--- src/rtl/nvsrc_params.svh ---
// Timing counts, sequence addresses and widths for the nv store/recall host controller.
`ifndef NVSRC_PARAMS_SVH
`define NVSRC_PARAMS_SVH
`define NVSRC_CLK_NS 25
`define NVSRC_DRAIN_NS 1000
`define NVSRC_BUSY_NS 300
`define NVSRC_RELEASE_NS 700
`define NVSRC_RESTORE_US 550
`define NVSRC_SAVE_MS 10
`define NVSRC_RECALL_US 20
`define NVSRC_CYC_MIN(ns) (((ns) + `NVSRC_CLK_NS - 1) / `NVSRC_CLK_NS)
`define NVSRC_CYC_MAX(ns) ((ns) / `NVSRC_CLK_NS)
`define NVSRC_DRAIN_CYC `NVSRC_CYC_MIN(`NVSRC_DRAIN_NS)
`define NVSRC_BUSY_CYC `NVSRC_CYC_MAX(`NVSRC_BUSY_NS)
`define NVSRC_RELEASE_CYC `NVSRC_CYC_MIN(`NVSRC_RELEASE_NS)
`define NVSRC_RESTORE_CYC `NVSRC_CYC_MIN(`NVSRC_RESTORE_US * 1000)
`define NVSRC_SAVE_CYC `NVSRC_CYC_MIN(`NVSRC_SAVE_MS * 1000000)
`define NVSRC_RECALL_CYC `NVSRC_CYC_MIN(`NVSRC_RECALL_US * 1000)
`define NVSRC_ACC_CYC 2
`define NVSRC_SEQ0 14'h0e38
`define NVSRC_SEQ1 14'h31c7
`define NVSRC_SEQ2 14'h03e0
`define NVSRC_SEQ3 14'h3c1f
`define NVSRC_SEQ4 14'h303f
`define NVSRC_SEQ_SAVE 14'h0fc0
`define NVSRC_SEQ_RECALL 14'h0c63
`define NVSRC_SEQ_BITS 14
`endif

--- src/rtl/nvsrc_pkg.sv ---
// Types for the nv store/recall host controller.
package nvsrc_pkg;
  typedef enum logic [2:0] {
    NVSRC_CMD_READ,
    NVSRC_CMD_WRITE,
    NVSRC_CMD_SAVE_PIN,
    NVSRC_CMD_SAVE_SOFT,
    NVSRC_CMD_RECALL_SOFT
  } nvsrc_cmd_t;

  typedef struct packed {
    logic sel_n;
    logic wr_n;
    logic oe_n;
    logic [14:0] addr;
  } nvsrc_bus_t;

  typedef struct packed {
    nvsrc_cmd_t cmd;
    logic [14:0] addr;
    logic [7:0] wdata;
  } nvsrc_req_t;
endpackage : nvsrc_pkg

--- src/rtl/nvsrc_host.sv ---
// Host controller that drives the nv static RAM pins for access, store and recall.
`timescale 1ns/1ps
`include "nvsrc_params.svh"
module nvsrc_host (
  // Clock and reset.
  input wire logic ref_clk,
  input wire logic reset,
  // User request side.
  input wire logic req_valid,
  input wire nvsrc_pkg::nvsrc_req_t req,
  output logic req_ready,
  output logic done,
  output logic [7:0] rdata,
  // Device pins.
  output nvsrc_pkg::nvsrc_bus_t bus,
  output logic [7:0] dq_out,
  output logic dq_oe_n,
  input wire logic [7:0] dq_in,
  output logic hw_save_busy_n_out,
  output logic hw_save_busy_n_oe_n,
  input wire logic hw_save_busy_n_in,
  // Power status.
  input wire logic supply_ok,
  output logic power_recall_busy,
  output logic written_q
);
  // ****************************************************************
  // Sequencer state.
  // ****************************************************************
  typedef enum logic [3:0] {
    ST_POWER, ST_IDLE, ST_ACC_LO, ST_ACC_HI, ST_SEQ_LO, ST_SEQ_HI,
    ST_SAVE_LOW, ST_SAVE_WAIT, ST_RELEASE, ST_BUSY
  } nvsrc_st_t;

  nvsrc_st_t st_q;
  nvsrc_pkg::nvsrc_req_t req_q;
  logic [31:0] cnt_q;
  logic [2:0] step_q;
  logic supply_q;

  function automatic logic [13:0] seq_addr(input logic [2:0] step, input logic recall);
    logic [13:0] a;
    a = 14'h0000;
    unique case (step)
      3'h0: a = `NVSRC_SEQ0;
      3'h1: a = `NVSRC_SEQ1;
      3'h2: a = `NVSRC_SEQ2;
      3'h3: a = `NVSRC_SEQ3;
      3'h4: a = `NVSRC_SEQ4;
      default: a = recall ? `NVSRC_SEQ_RECALL : `NVSRC_SEQ_SAVE;
    endcase
    return a;
  endfunction : seq_addr

  wire is_recall = (req_q.cmd == nvsrc_pkg::NVSRC_CMD_RECALL_SOFT);
  wire is_write = (req_q.cmd == nvsrc_pkg::NVSRC_CMD_WRITE);
  wire take = (st_q == ST_IDLE) && req_valid && hw_save_busy_n_in;
  wire cnt_end = (cnt_q == 32'h0);
  wire supply_fall = supply_q && !supply_ok;
  wire supply_rise = !supply_q && supply_ok;
  wire [14:0] seq_bus_addr = {1'b0, seq_addr(step_q, is_recall)};
  wire [31:0] soft_wait = is_recall ? 32'(`NVSRC_RECALL_CYC) : 32'(`NVSRC_SAVE_CYC);

  // ****************************************************************
  // State and timers.
  // ****************************************************************
  always_ff @(posedge ref_clk) begin
    supply_q <= supply_ok;
    if (reset) begin
      st_q <= ST_POWER;
      cnt_q <= 32'(`NVSRC_RESTORE_CYC);
      step_q <= 3'h0;
      req_q <= '0;
    end else if (supply_rise) begin
      st_q <= ST_POWER;
      cnt_q <= 32'(`NVSRC_RESTORE_CYC);
    end else if (!supply_ok) begin
      st_q <= ST_POWER;
      cnt_q <= 32'(`NVSRC_RESTORE_CYC);
    end else begin
      if (!cnt_end) begin
        cnt_q <= cnt_q - 32'h1;
      end
      unique case (st_q)
        ST_POWER: begin
          if (cnt_end) begin
            st_q <= ST_IDLE;
          end
        end
        ST_IDLE: begin
          if (take) begin
            req_q <= req;
            step_q <= 3'h0;
            cnt_q <= 32'(`NVSRC_ACC_CYC);
            unique case (req.cmd)
              nvsrc_pkg::NVSRC_CMD_SAVE_PIN: begin
                st_q <= ST_SAVE_LOW;
                cnt_q <= 32'(`NVSRC_DRAIN_CYC);
              end
              nvsrc_pkg::NVSRC_CMD_SAVE_SOFT, nvsrc_pkg::NVSRC_CMD_RECALL_SOFT: begin
                st_q <= ST_SEQ_LO;
              end
              default: st_q <= ST_ACC_LO;
            endcase
          end
        end
        ST_ACC_LO: begin
          if (cnt_end) begin
            st_q <= ST_ACC_HI;
          end
        end
        ST_ACC_HI: st_q <= ST_IDLE;
        ST_SEQ_LO: begin
          if (cnt_end) begin
            st_q <= ST_SEQ_HI;
          end
        end
        ST_SEQ_HI: begin
          if (step_q == 3'h5) begin
            st_q <= ST_BUSY;
            cnt_q <= soft_wait;
          end else begin
            step_q <= step_q + 3'h1;
            st_q <= ST_SEQ_LO;
            cnt_q <= 32'(`NVSRC_ACC_CYC);
          end
        end
        ST_SAVE_LOW: begin
          if (cnt_end) begin
            st_q <= ST_SAVE_WAIT;
            cnt_q <= 32'(`NVSRC_SAVE_CYC);
          end
        end
        ST_SAVE_WAIT: begin
          if (cnt_end) begin
            st_q <= ST_RELEASE;
            cnt_q <= 32'(`NVSRC_RELEASE_CYC);
          end
        end
        ST_RELEASE, ST_BUSY: begin
          if (cnt_end) begin
            st_q <= ST_IDLE;
          end
        end
        default: st_q <= ST_IDLE;
      endcase
    end
  end

  // ****************************************************************
  // Pins and user outputs.
  // ****************************************************************
  wire acc_lo = (st_q == ST_ACC_LO);
  wire seq_lo = (st_q == ST_SEQ_LO);
  wire pin_low = (st_q == ST_SAVE_LOW) || (st_q == ST_SAVE_WAIT);
  wire done_d = (st_q == ST_ACC_HI) ||
                ((st_q == ST_RELEASE || st_q == ST_BUSY) && cnt_end && supply_ok);

  always_ff @(posedge ref_clk) begin
    if (reset) begin
      bus <= '{sel_n: 1'b1, wr_n: 1'b1, oe_n: 1'b1, addr: 15'h0000};
      dq_out <= 8'h00;
      dq_oe_n <= 1'b1;
      hw_save_busy_n_out <= 1'b1;
      hw_save_busy_n_oe_n <= 1'b1;
      req_ready <= 1'b0;
      done <= 1'b0;
      rdata <= 8'h00;
      power_recall_busy <= 1'b1;
      written_q <= 1'b0;
    end else begin
      bus.sel_n <= !(acc_lo || seq_lo);
      bus.wr_n <= !(acc_lo && is_write);
      bus.oe_n <= !(acc_lo && !is_write);
      bus.addr <= seq_lo ? seq_bus_addr : req_q.addr;
      dq_out <= req_q.wdata;
      dq_oe_n <= !(acc_lo && is_write) || pin_low;
      hw_save_busy_n_out <= 1'b0;
      hw_save_busy_n_oe_n <= !pin_low;
      req_ready <= (st_q == ST_IDLE) && !take && supply_ok && hw_save_busy_n_in;
      done <= done_d;
      if (acc_lo && !is_write && cnt_end) begin
        rdata <= dq_in;
      end
      power_recall_busy <= (st_q == ST_POWER);
      if (acc_lo && is_write) begin
        written_q <= 1'b1;
      end else if ((st_q == ST_BUSY || st_q == ST_SAVE_WAIT || st_q == ST_POWER) && cnt_end) begin
        written_q <= 1'b0;
      end
    end
  end

  // ****************************************************************
  // Checks.
  // ****************************************************************
  seq_order_a: assert property (@(posedge ref_clk) disable iff (reset)
    (st_q == ST_SEQ_HI && step_q != 3'h5) |=> step_q == $past(step_q) + 3'h1)
    else $error("sequence step skipped");
  seq_wr_a: assert property (@(posedge ref_clk) disable iff (reset)
    $past(seq_lo) |-> bus.wr_n)
    else $error("write strobe low in sequence");
  seq_msb_a: assert property (@(posedge ref_clk) disable iff (reset)
    $past(seq_lo) |-> !bus.addr[14])
    else $error("sequence address top bit set");
  pin_float_a: assert property (@(posedge ref_clk) disable iff (reset)
    !hw_save_busy_n_oe_n |-> dq_oe_n && bus.sel_n)
    else $error("bus driven during pin store");
  drain_a: assert property (@(posedge ref_clk) disable iff (reset)
    $rose(st_q == ST_SAVE_LOW) |-> (st_q == ST_SAVE_LOW) [*8])
    else $error("drain wait too short");
  release_a: assert property (@(posedge ref_clk) disable iff (reset || !supply_ok)
    $rose(st_q == ST_RELEASE) |-> ##[1:30] st_q == ST_IDLE)
    else $error("inhibit release too slow");
  busy_ready_a: assert property (@(posedge ref_clk) disable iff (reset)
    (st_q == ST_BUSY) |=> !req_ready)
    else $error("ready during nv cycle");
  write_flag_a: assert property (@(posedge ref_clk) disable iff (reset)
    (acc_lo && is_write) |=> written_q)
    else $error("write flag not set");
  seq_sel_a: assert property (@(posedge ref_clk) disable iff (reset)
    (st_q == ST_SEQ_HI) |-> !bus.sel_n ##1 bus.sel_n)
    else $error("select edge missing in sequence");
  cov_soft_save_c: cover property (@(posedge ref_clk) st_q == ST_BUSY && !is_recall);
  cov_soft_recall_c: cover property (@(posedge ref_clk) st_q == ST_BUSY && is_recall);
  cov_pin_save_c: cover property (@(posedge ref_clk) st_q == ST_SAVE_WAIT);
  cov_write_c: cover property (@(posedge ref_clk) done && is_write);
endmodule : nvsrc_host

--- config.mk ---
export PLATFORM = sky130hd
export DESIGN_NAME = nvsrc_host
export DESIGN_NICKNAME = d
export VERILOG_FILES = /design/src/rtl/nvsrc_pkg.sv /design/src/rtl/nvsrc_host.sv
export VERILOG_INCLUDE_DIRS = /design/src /design/src/rtl
export SDC_FILE = /design/constraint.sdc
export NUM_CORES = 1
export LEC_CHECK = 0
export BUFFER_PORTS_ARGS = -buffer_cell sky130_fd_sc_hd__buf_2
export CORE_MARGIN = 3
export CORE_UTILIZATION = 56
export DETAILED_ROUTE_END_ITERATION = 6
export PLACE_DENSITY = 0.84
export SETUP_SLACK_MARGIN = 0.3
export SKIP_LAST_GASP = 1
export SYNTH_ARGS = -nofsm -noshare
export SYNTH_HDL_FRONTEND = slang
export SYNTH_SLANG_ARGS = --single-unit
--- constraint.sdc ---
create_clock -name ref_clk -period 2.4 [get_ports ref_clk]
set_input_delay 0.24 -clock ref_clk [delete_from_list [all_inputs] [get_ports ref_clk]]
set_output_delay 0.24 -clock ref_clk [all_outputs]
set_load 0.02 [all_outputs]
* Word-level counts from Yosys, hierarchy flattened
Index checks and enable logic that the tools add are counted.
** Cells by class
- Equality and inequality tests :: 26
- Mux-type cells :: 26
- Reduce and logical (&&, ||, !) cells :: 38
- Bitwise operators :: 2
- Add/sub/neg operators :: 2
** Operators by type and width (number)
- 32-bit 2-to-1 mux :: 4
- 32-bit case mux with 4 select lines :: 1
- 14-bit case mux with 5 select lines :: 1
- 19-bit 2-to-1 mux :: 2
- 32-bit zero test :: 1
- 32-bit by 1-bit subtractor with 32-bit output, second input constant :: 1
- 4-bit 2-to-1 mux :: 7
- 4-bit case mux with 7 select lines :: 1
- 4-bit by 3-bit equality test with 1-bit output, second input constant :: 4
- 14-bit 2-to-1 mux :: 1
- 3-bit by 2-bit equality test with 1-bit output, second input constant :: 4
- 3-bit equality test, second input constant :: 4
- 1-bit logical AND :: 12
- 2-bit != test, second input constant :: 6
- 3-bit case mux with 2 select lines :: 2
- 10-bit 2-to-1 mux :: 1
- 4-bit by 2-bit equality test with 1-bit output, second input constant :: 2
- 4-bit equality test, second input constant :: 2
- 1-bit zero test :: 7
- 1-bit logical OR :: 7
- 3-bit by 1-bit equality test with 1-bit output, second input constant :: 2
- 3-bit 2-to-1 mux :: 2
- 6-bit 2-to-1 mux :: 1
- 6-bit AND reduction :: 1
- 12 further kinds :: 18
** Word-level totals
- Bits in registers :: 107

* Depth between registers and ports, before layout
Gate-level depths: netlist of run 1.
- Depth in word-level cells :: 7
- Depth in mapped cells :: 10
- Mapped depth without buffers :: 10

* Worst setup path after synthesis of run 1
OpenSTA, ideal clock, no wires.
- Path type :: register to register
- From :: register cnt_q[18]
- To :: register rdata[0]
- Buffers on the path :: 1
- Arrival time :: 1.993 ns
- Data required time :: 2.272 ns
- Stages on the path, launching flop included :: 8
- Library setup time :: 0.128 ns
- Slack :: 0.280 ns
- Cells stage by stage :: dfxtp_1 or4_4 nor4_4 and4_4 and3_1 buf_6 mux2i_1 nor2_1
** Between the ends
- Cells in the longest elaborated chain, start to end :: 2
** Ends and longest elaborated chain
- start: declaration :: RTL line nvsrc_host.sv:37 : logic [31:0] cnt_q;
- start signal: assignment :: RTL line nvsrc_host.sv:71 : cnt_q <= 32'(`NVSRC_RESTORE_CYC);
- start signal: assignment :: RTL line nvsrc_host.sv:76 : cnt_q <= 32'(`NVSRC_RESTORE_CYC);
- start signal: assignment :: RTL line nvsrc_host.sv:79 : cnt_q <= 32'(`NVSRC_RESTORE_CYC);
- 32-bit zero test :: RTL line nvsrc_host.sv:58 : wire cnt_end = (cnt_q == 32'h0);
- 1-bit logical AND :: RTL line nvsrc_host.sv:182 : if (acc_lo && !is_write && cnt_end) begin
- end signal: assignment :: RTL line nvsrc_host.sv:183 : rdata <= dq_in;
- end: declaration :: RTL line nvsrc_host.sv:13 : output logic [7:0] rdata,
No other way between the ends.
A chain may end at the register's enable or synchronous reset.

* Final worst setup path of run 1
- From :: register cnt_q[22]
- To :: register cnt_q[11]
** Between the ends
- Cells in the longest elaborated chain, start to end :: 4
** Ends and longest elaborated chain
- 32-bit zero test (*) :: RTL line nvsrc_host.sv:58
- 32-bit 2-to-1 mux :: RTL line nvsrc_host.sv:81 : if (!cnt_end) begin
- 32-bit 2-to-1 mux (on tied branches) :: RTL line nvsrc_host.sv:135, nvsrc_host.sv:91, nvsrc_host.sv:129
- 32-bit case mux with 4 select lines (*) :: RTL line nvsrc_host.sv:84 : unique case (st_q)
Every way passes the cells marked *; elsewhere a longest branch is shown, timed or not.

==> results of run 1 <==
## power groups by stage
stage                     Sequential, W  Clock, W  Combinational, W
after global placement          0.00182         0          0.000118
after global routing            0.00179   0.00124          0.000157
final                           0.00178   0.00117          0.000147
after CTS                       0.00178   0.00116          0.000125
after floorplan                 0.00183         0         0.0000632
after detailed placement        0.00183         0          0.000120
## kinds of logic (layout without fill, tap and decap cells)
kind of cell,count (synthesis),count (layout),share of synthesized area (%)
muxes,10,10,2.229
and+or+nand+nor,235,236,26.77
DFF,107,107,46.53
AOI/OAI and AO/OA,103,103,14.57
adders and majority gates,7,7,1.903
xor gates and xnor gates,26,26,4.947
buffers and inverters,33,144,3.044
## critical path, cell delays in order, from the launching register on
cell and delay (ns):
dfxtp_2 0.34, or4_4 0.55, nor4_4 0.31, buf_4 0.16, buf_6 0.13, nand4_2 0.21
nand3b_1 0.19, xor2_1 0.08, o31ai_1 0.28
## state kept, by name, summed over array words and instances (netlist names)
register	flops
power_recall_busy	1
rdata	8
req_q	26
st_q	4
written_q	1
bus	18
req_ready	1
step_q	3
done	1
dq_oe_n	1
supply_q	1
cnt_q	32
hw_save_busy_n_oe_n	1
dq_out	8
hw_save_busy_n_out	1
## metrics by stage
step	util, %	std cells	setup TNS, ns	total power (W)	setup slack, ns
2_1_floorplan	-	521	0	0.001888	0.2950
6_report	75.35	735	0	0.003106	0.03520
3_5_place_dp	65.94	695	0	0.001945	0.01759
4_1_cts	70.71	724	0	0.003067	0.1780
5_1_grt	75.35	735	-0.007210	0.003187	-0.007210
3_3_place_gp	65.94	695	0	0.001943	0.1207
## synth_stat cells (10+ instances only)
cell | instances | share of area (%)
dfxtp_1 | 107 | 47
nor2_1 | 66 | 5.4
nand2_1 | 62 | 5.1
a21oi_1 | 44 | 4.8
clkbuf_1 | 18 | 1.5
nor3_1 | 16 | 1.7
xnor2_1 | 14 | 2.7
nand3_1 | 13 | 1.4
nor2b_1 | 13 | 1.8
xor2_1 | 12 | 2.3
inv_1 | 10 | 0.82
o21ai_0 | 10 | 1.1
## worst max path at each step
stage / slack (ns) / cells past startpoint / endpoint
global route: -0.007 / 8 / cnt_q[11]$_SDFF_PP0_
finish: 0.04 / 8 / cnt_q[11]$_SDFF_PP0_
global placement: 0.12 / 6 / st_q[1]$_SDFFE_PP0P_
detailed placement: 0.02 / 6 / rdata[6]$_SDFFE_PP0P_
floorplan: 0.29 / 7 / rdata[0]$_SDFFE_PP0P_
CTS: 0.18 / 6 / rdata[6]$_SDFFE_PP0P_
## layer usage
| layer | vias up | part of all wire, % | wire (microns) |
|---|---|---|---|
| li1 | 2035 | - | - |
| met1 | 2118 | 38 | 5392 |
| met2 | 349 | 46 | 6531 |
| met3 | 114 | 9.6 | 1357 |
| met4 | 0 | 6.4 | 915 |
| met5 | - | 0 | 0 |
## repair_timing
action / 4_1_cts / 5_1_grt
buffers inserted: 13 / 9
gates cloned: 0 / 2
gates resized for setup: 18 / 65
endpoints found under the hold margin: 0 / 0
pin swaps: 13 / 19
setup endpoints to repair: 45 / 48
hold buffers: 0 / 0
## final cells by class
cell class                 count  share of cell area [%]
clock buffer                  10                   2.328
clock inverter                 6                   1.206
inverter                      10                  0.6348
multi-input combinational    382                   44.69
sequential                   107                   36.46
tap                          102                   2.158
timing repair buffer         118                   12.53
==> results.sh, run 1 <==
export IMPL_grtUsageMet3_pct=5.984
export IMPL_power_density_nw_per_um2=525.2
export IMPL_clk_pin_slew_worst_paths_ns=0.11
export IMPL_timing_final_crit_share_pct=98.53
export IMPL_power_internal_w=0.002361
export IMPL_coreArea_sq_um=7848
export IMPL_dpl_cell_area_sq_um=5175
export IMPL_ys_flop_type="dfxtp_1"
export IMPL_root_buffer="clkbuf_8"
export IMPL_whs_endpoint="supply_q$_DFF_P_"
export IMPL_skew_ns=0.01507
export IMPL_crit_type="reg2reg"
export IMPL_clk_latency_ns=0.38
export IMPL_die_area_sq_um=9344
export IMPL_cts_buffers=9
export IMPL_syn_num_nets=567
export IMPL_n_fill_cell=520
export IMPL_min_path_type="in2reg"
export IMPL_required_ns=2.66
export IMPL_synth_warnings=0
export IMPL_setup_viol=0
export IMPL_ios=80
export IMPL_overflow=0
export IMPL_htreeDepth=3
export IMPL_drt_iter0_drc=618
export IMPL_p_leak_nw=2.244
export IMPL_die_w_microns=96.67
export IMPL_num_nets_final=674
export IMPL_wl_per_cell_microns=19.31
export IMPL_cts_sinks=107
export IMPL_drv_slew=0
export IMPL_grt_pass1_vias=4069
export IMPL_vias_per_cell=6.280
export IMPL_grt_met2_usage_pct=40.18
export IMPL_async_flop_share_pct=0
export IMPL_hold_violations=0
export IMPL_drc=0
export IMPL_combPwrFrac_pct=4.7
export IMPL_avgSynthCellArea_sq_um=8.835
export IMPL_fmax_ghz=0.4229
export IMPL_antenna_found_initial=0
export IMPL_drt_wl_total_mm=14.20
export IMPL_p_seq_share_pct=57.5
export IMPL_tritoncts="yes"
export IMPL_num_antenna_cells=0
export IMPL_grt_max_degree=33
export IMPL_min_from="supply_ok"
export IMPL_dp_hpwl_mm=8.073
export IMPL_gp_congestion=0.8725
export IMPL_reg2reg_from="cnt_q[22]$_SDFF_PP0_"
export IMPL_vdd_drop_max_mv=0.3758
export IMPL_p_switching_w=0.0007446
export IMPL_drtPass1Iterations=6
export IMPL_crit_path_end_kind="flop"
export IMPL_dieHeight_microns=96.67
export IMPL_num_rows=32
export IMPL_netlist_area_sq_um=4603
export IMPL_post_route_cell_area_sq_um=5913
export IMPL_gr_usage_met1_pct=32.37
export IMPL_seq_area_frac_synth_pct=46.53
export IMPL_crit_arrival_ns=2.62
export IMPL_worstMarginPinSlew_ns=0.5662
export IMPL_grt_usage_pct=25.00
export IMPL_final_cell_mix="dfxtp_1, buf_2, nand2_1"
export IMPL_multi_input_area_sq_um=2643
export IMPL_status="complete, no violations"
export IMPL_holdWs_ns=0.05433
export IMPL_synth_edff_count=0
export IMPL_timing_max_cap_violations=0
export IMPL_regArea_sq_um=2156
export IMPL_cts_buffer_depth=2
export IMPL_holdPathStages=1
export IMPL_syn_inst=521
export IMPL_drive_gt1_share_pct=34.76
export IMPL_final_common_cell="dfxtp_1"
export IMPL_r2r_setup_slack_ns=0.04
export IMPL_ant_nets=0
export IMPL_vias=4616
export IMPL_yosysUniqueCellTypes=60
export IMPL_grt_busiest_layer="met2"
export IMPL_critPathLaunch="cnt_q[22]$_SDFF_PP0_"
export IMPL_reg2reg_to="cnt_q[11]$_SDFF_PP0_"
export IMPL_synth_seq_cells=107
export IMPL_rsz0062_at_grt="true"
export IMPL_period_needed_ns=2.365
export IMPL_io_buffer_count=79
export IMPL_reg2regPathDepth=8
export IMPL_syn_to_final_growth_pct=28.46
export IMPL_power_frac_clock_pct=37.8
export IMPL_slew_headroom_pct=62.25
export IMPL_swShare_pct=23.98
export IMPL_start_util_pct=58.66
export IMPL_crit_path_start_kind="flop"
export IMPL_cp_max_fo=5
export IMPL_grt_pass1_wl_mm=19.53
Power figures use the tool's default switching activity.
==> run 2, diff against run 1 <==
Settings changed: CORE_MARGIN 3 to default, HOLD_SLACK_MARGIN from default to 0.05.
==> run 2 against run 1 <==
Against the previous run: the flow now finishes with violations (DRC); sequential power about the same; clock-buffer cell count is the same; routed wire length shrank 5.7%; combinational power rose by 9%; non-clock buffer count is 2 higher; global-route usage up 2.3 points; largest power group unchanged; highest routed layer unchanged.
==> results.sh, run 2 (synthesis results as in run 1) <==
export IMPL_drv_slew=0
export IMPL_cts_buffer_depth=2
export IMPL_crit_type="reg2reg"
export IMPL_hold_violations=0
export IMPL_whs_endpoint="req_q[0]$_SDFFE_PP0P_"
export IMPL_slew_headroom_pct=57.77
export IMPL_die_w_microns=92.67
export IMPL_num_rows=32
export IMPL_vdd_drop_max_mv=0.4960
export IMPL_combPwrFrac_pct=5.4
export IMPL_dpl_cell_count=694
export IMPL_io_buffer_count=79
export IMPL_top_regs="cnt_q: 32 flops, req_q: 26 flops, bus: 18 flops"
export IMPL_slowest_stage="or4_4"
export IMPL_drive_gt1_share_pct=35.96
export IMPL_grt_pass1_vias=3976
export IMPL_r2r_setup_slack_ns=0.01
export IMPL_drtPass1Iterations=7
export IMPL_root_buffer="clkbuf_8"
export IMPL_cp_max_fo=5
export IMPL_clk_latency_ns=0.37
export IMPL_holdPathStages=2
export IMPL_overflow=0
export IMPL_path_cells="or4_4 > nor4_4 > buf_4 > a21boi_2 > nand3b_1 > xor2_1 > nor2_1"
export IMPL_crit_arrival_ns=2.67
export IMPL_timing_final_crit_share_pct=99.41
export IMPL_final_cell_mix="dfxtp_1, buf_2, nand2_1"
export IMPL_p_seq_share_pct=60.1
export IMPL_crit_path_end_kind="flop"
export IMPL_p_leak_nw=2.271
export IMPL_status="finished, violations left"
export IMPL_setup_viol=0
export IMPL_regMostFlops="cnt_q"
export IMPL_largest_reg_flops=32
export IMPL_num_antenna_cells=0
export IMPL_rsz0062_at_grt="true"
export IMPL_drt_iter0_drc=418
export IMPL_total_power_w=0.002972
export IMPL_dp_slack_ns=0.03666
export IMPL_holdWs_ns=0.09432
export IMPL_worst_slack_ns=0.01421
export IMPL_cts_sinks=107
export IMPL_swShare_pct=24.79
export IMPL_gp_congestion=0.9099
export IMPL_crit_path_start_kind="flop"
export IMPL_grt_usage_pct=27.27
export IMPL_setup_tns_ns=0
export IMPL_num_nets_final=675
export IMPL_reg2reg_to="cnt_q[24]$_SDFF_PP0_"
export IMPL_skew_ns=0.007523
export IMPL_grt_pass1_wl_mm=18.72
export IMPL_tritoncts="yes"
export IMPL_antenna_found_initial=0
export IMPL_htreeDepth=3
export IMPL_vias=4441
export IMPL_period_needed_ns=2.386
export IMPL_stdcell_count=736
export IMPL_cts_buffers=9
export IMPL_crit_family="simple AND/OR/NAND/NOR gates"
export IMPL_die_area_sq_um=8587
export IMPL_final_common_cell="dfxtp_1"
export IMPL_reg2reg_from="cnt_q[22]$_SDFF_PP0_"
export IMPL_wl_per_cell_microns=18.19
export IMPL_required_ns=2.68
export IMPL_timing_max_cap_violations=0
export IMPL_failed_checks="DRC"
export IMPL_dieHeight_microns=92.67
export IMPL_min_path_type="in2reg"
export IMPL_p_switching_w=0.0007367
export IMPL_power_density_nw_per_um2=494.9
export IMPL_power_frac_clock_pct=34.6
export IMPL_grt_max_degree=55
export IMPL_worstSetupPathDepth=7
export IMPL_n_fill_cell=533
export IMPL_syn_to_final_growth_pct=30.47
export IMPL_drc=2
export IMPL_critPathMaxStageDelay_ns=0.56
export IMPL_worstMarginPinSlew_ns=0.6335
export IMPL_coreArea_sq_um=7848
export IMPL_power_internal_w=0.002236
export IMPL_clk_pin_slew_worst_paths_ns=0.10
export IMPL_min_from="req[0]"
export IMPL_vias_per_cell=6.034
export IMPL_ios=80
export IMPL_drt_wl_total_mm=13.39
export IMPL_ant_nets=0
export IMPL_start_util_pct=58.66
export IMPL_cp_num_buf_inv=1
export IMPL_dp_hpwl_mm=7.635
export IMPL_fmax_ghz=0.4191
export IMPL_reg2regPathDepth=7
==> run 2: changes by cell type in the layout (fill, tap and decap cells not counted), sizes merged <==
cell / previous run / this run
inv: 12 / 11
nand4: 4 / 3
clkinv: 2 / 4
bufinv: 1 / 0
clkbuf: 11 / 12
dlygate4sd3: 0 / 1
==> run 2: layer usage <==
layer / vias up / share of wire [%] / track usage [%]
met5: - / 0 / 0
met4: 0 / 4.5 / 8.846
met3: 56 / 7.4 / 6.897
met2: 247 / 49 / 46.36
met1: 2104 / 39 / 33.75
li1: 2034 / - / -
==> run 2: worst max path at each step <==
stage / start / endpoint / slack [ns]
global route: cnt_q[6]$_SDFF_PP1_ / cnt_q[11]$_SDFF_PP0_ / -0.03
finish: cnt_q[22]$_SDFF_PP0_ / cnt_q[24]$_SDFF_PP0_ / 0.01
CTS: cnt_q[21]$_SDFF_PP0_ / rdata[7]$_SDFFE_PP0P_ / 0.19
detailed placement: cnt_q[22]$_SDFF_PP0_ / rdata[7]$_SDFFE_PP0P_ / 0.04
global placement: cnt_q[11]$_SDFF_PP0_ / rdata[1]$_SDFFE_PP0P_ / 0.11
floorplan: cnt_q[21]$_SDFF_PP0_ / rdata[0]$_SDFFE_PP0P_ / 0.29
==> run 2: area by class of cell <==
type	count	area [sq um]	share of cell area, %
multi-input cells	381	2710	45.13
flip-flops and latches	107	2156	35.90
repair buffers	120	797.0	13.27
clock buffers	10	127.6	2.125
well taps	102	127.6	2.125
clock inverters	6	50.05	0.8333
inverters	10	37.54	0.6250
==> run 2: power by group through the flow <==
stage	Sequential, W	Combinational, W	Clock (W)
after floorplan	0.00183	0.0000632	0
after global placement	0.00182	0.000115	0
after detailed placement	0.00183	0.000118	0
after CTS	0.00178	0.000129	0.00103
after global routing	0.00179	0.000170	0.00111
final	0.00179	0.000160	0.00103
==> run 2: worst reg2reg max path, cell delays in order (launching register included) <==
cell and delay (ns):
dfxtp_2 0.34, or4_4 0.56, nor4_4 0.33, buf_4 0.21, a21boi_2 0.32, nand3b_1 0.19, xor2_1 0.18, nor2_1 0.17
==> run 2: per-stage QoR <==
step | cell area, sq um | util [%]
3_3_place_gp | 5167 | 65.85
4_1_cts | 5605 | 71.43
5_1_grt | 6006 | 76.53
2_1_floorplan | 4622 | -
6_report | 6006 | 76.53
3_5_place_dp | 5167 | 65.85
==> run 2: repair_timing <==
action,CTS,global route
gates cloned,1,2
pin swaps,19,40
gates resized for setup,32,72
setup endpoints to repair,44,58
buffers inserted,13,9
hold buffers,1,0
hold endpoints to repair,1,0
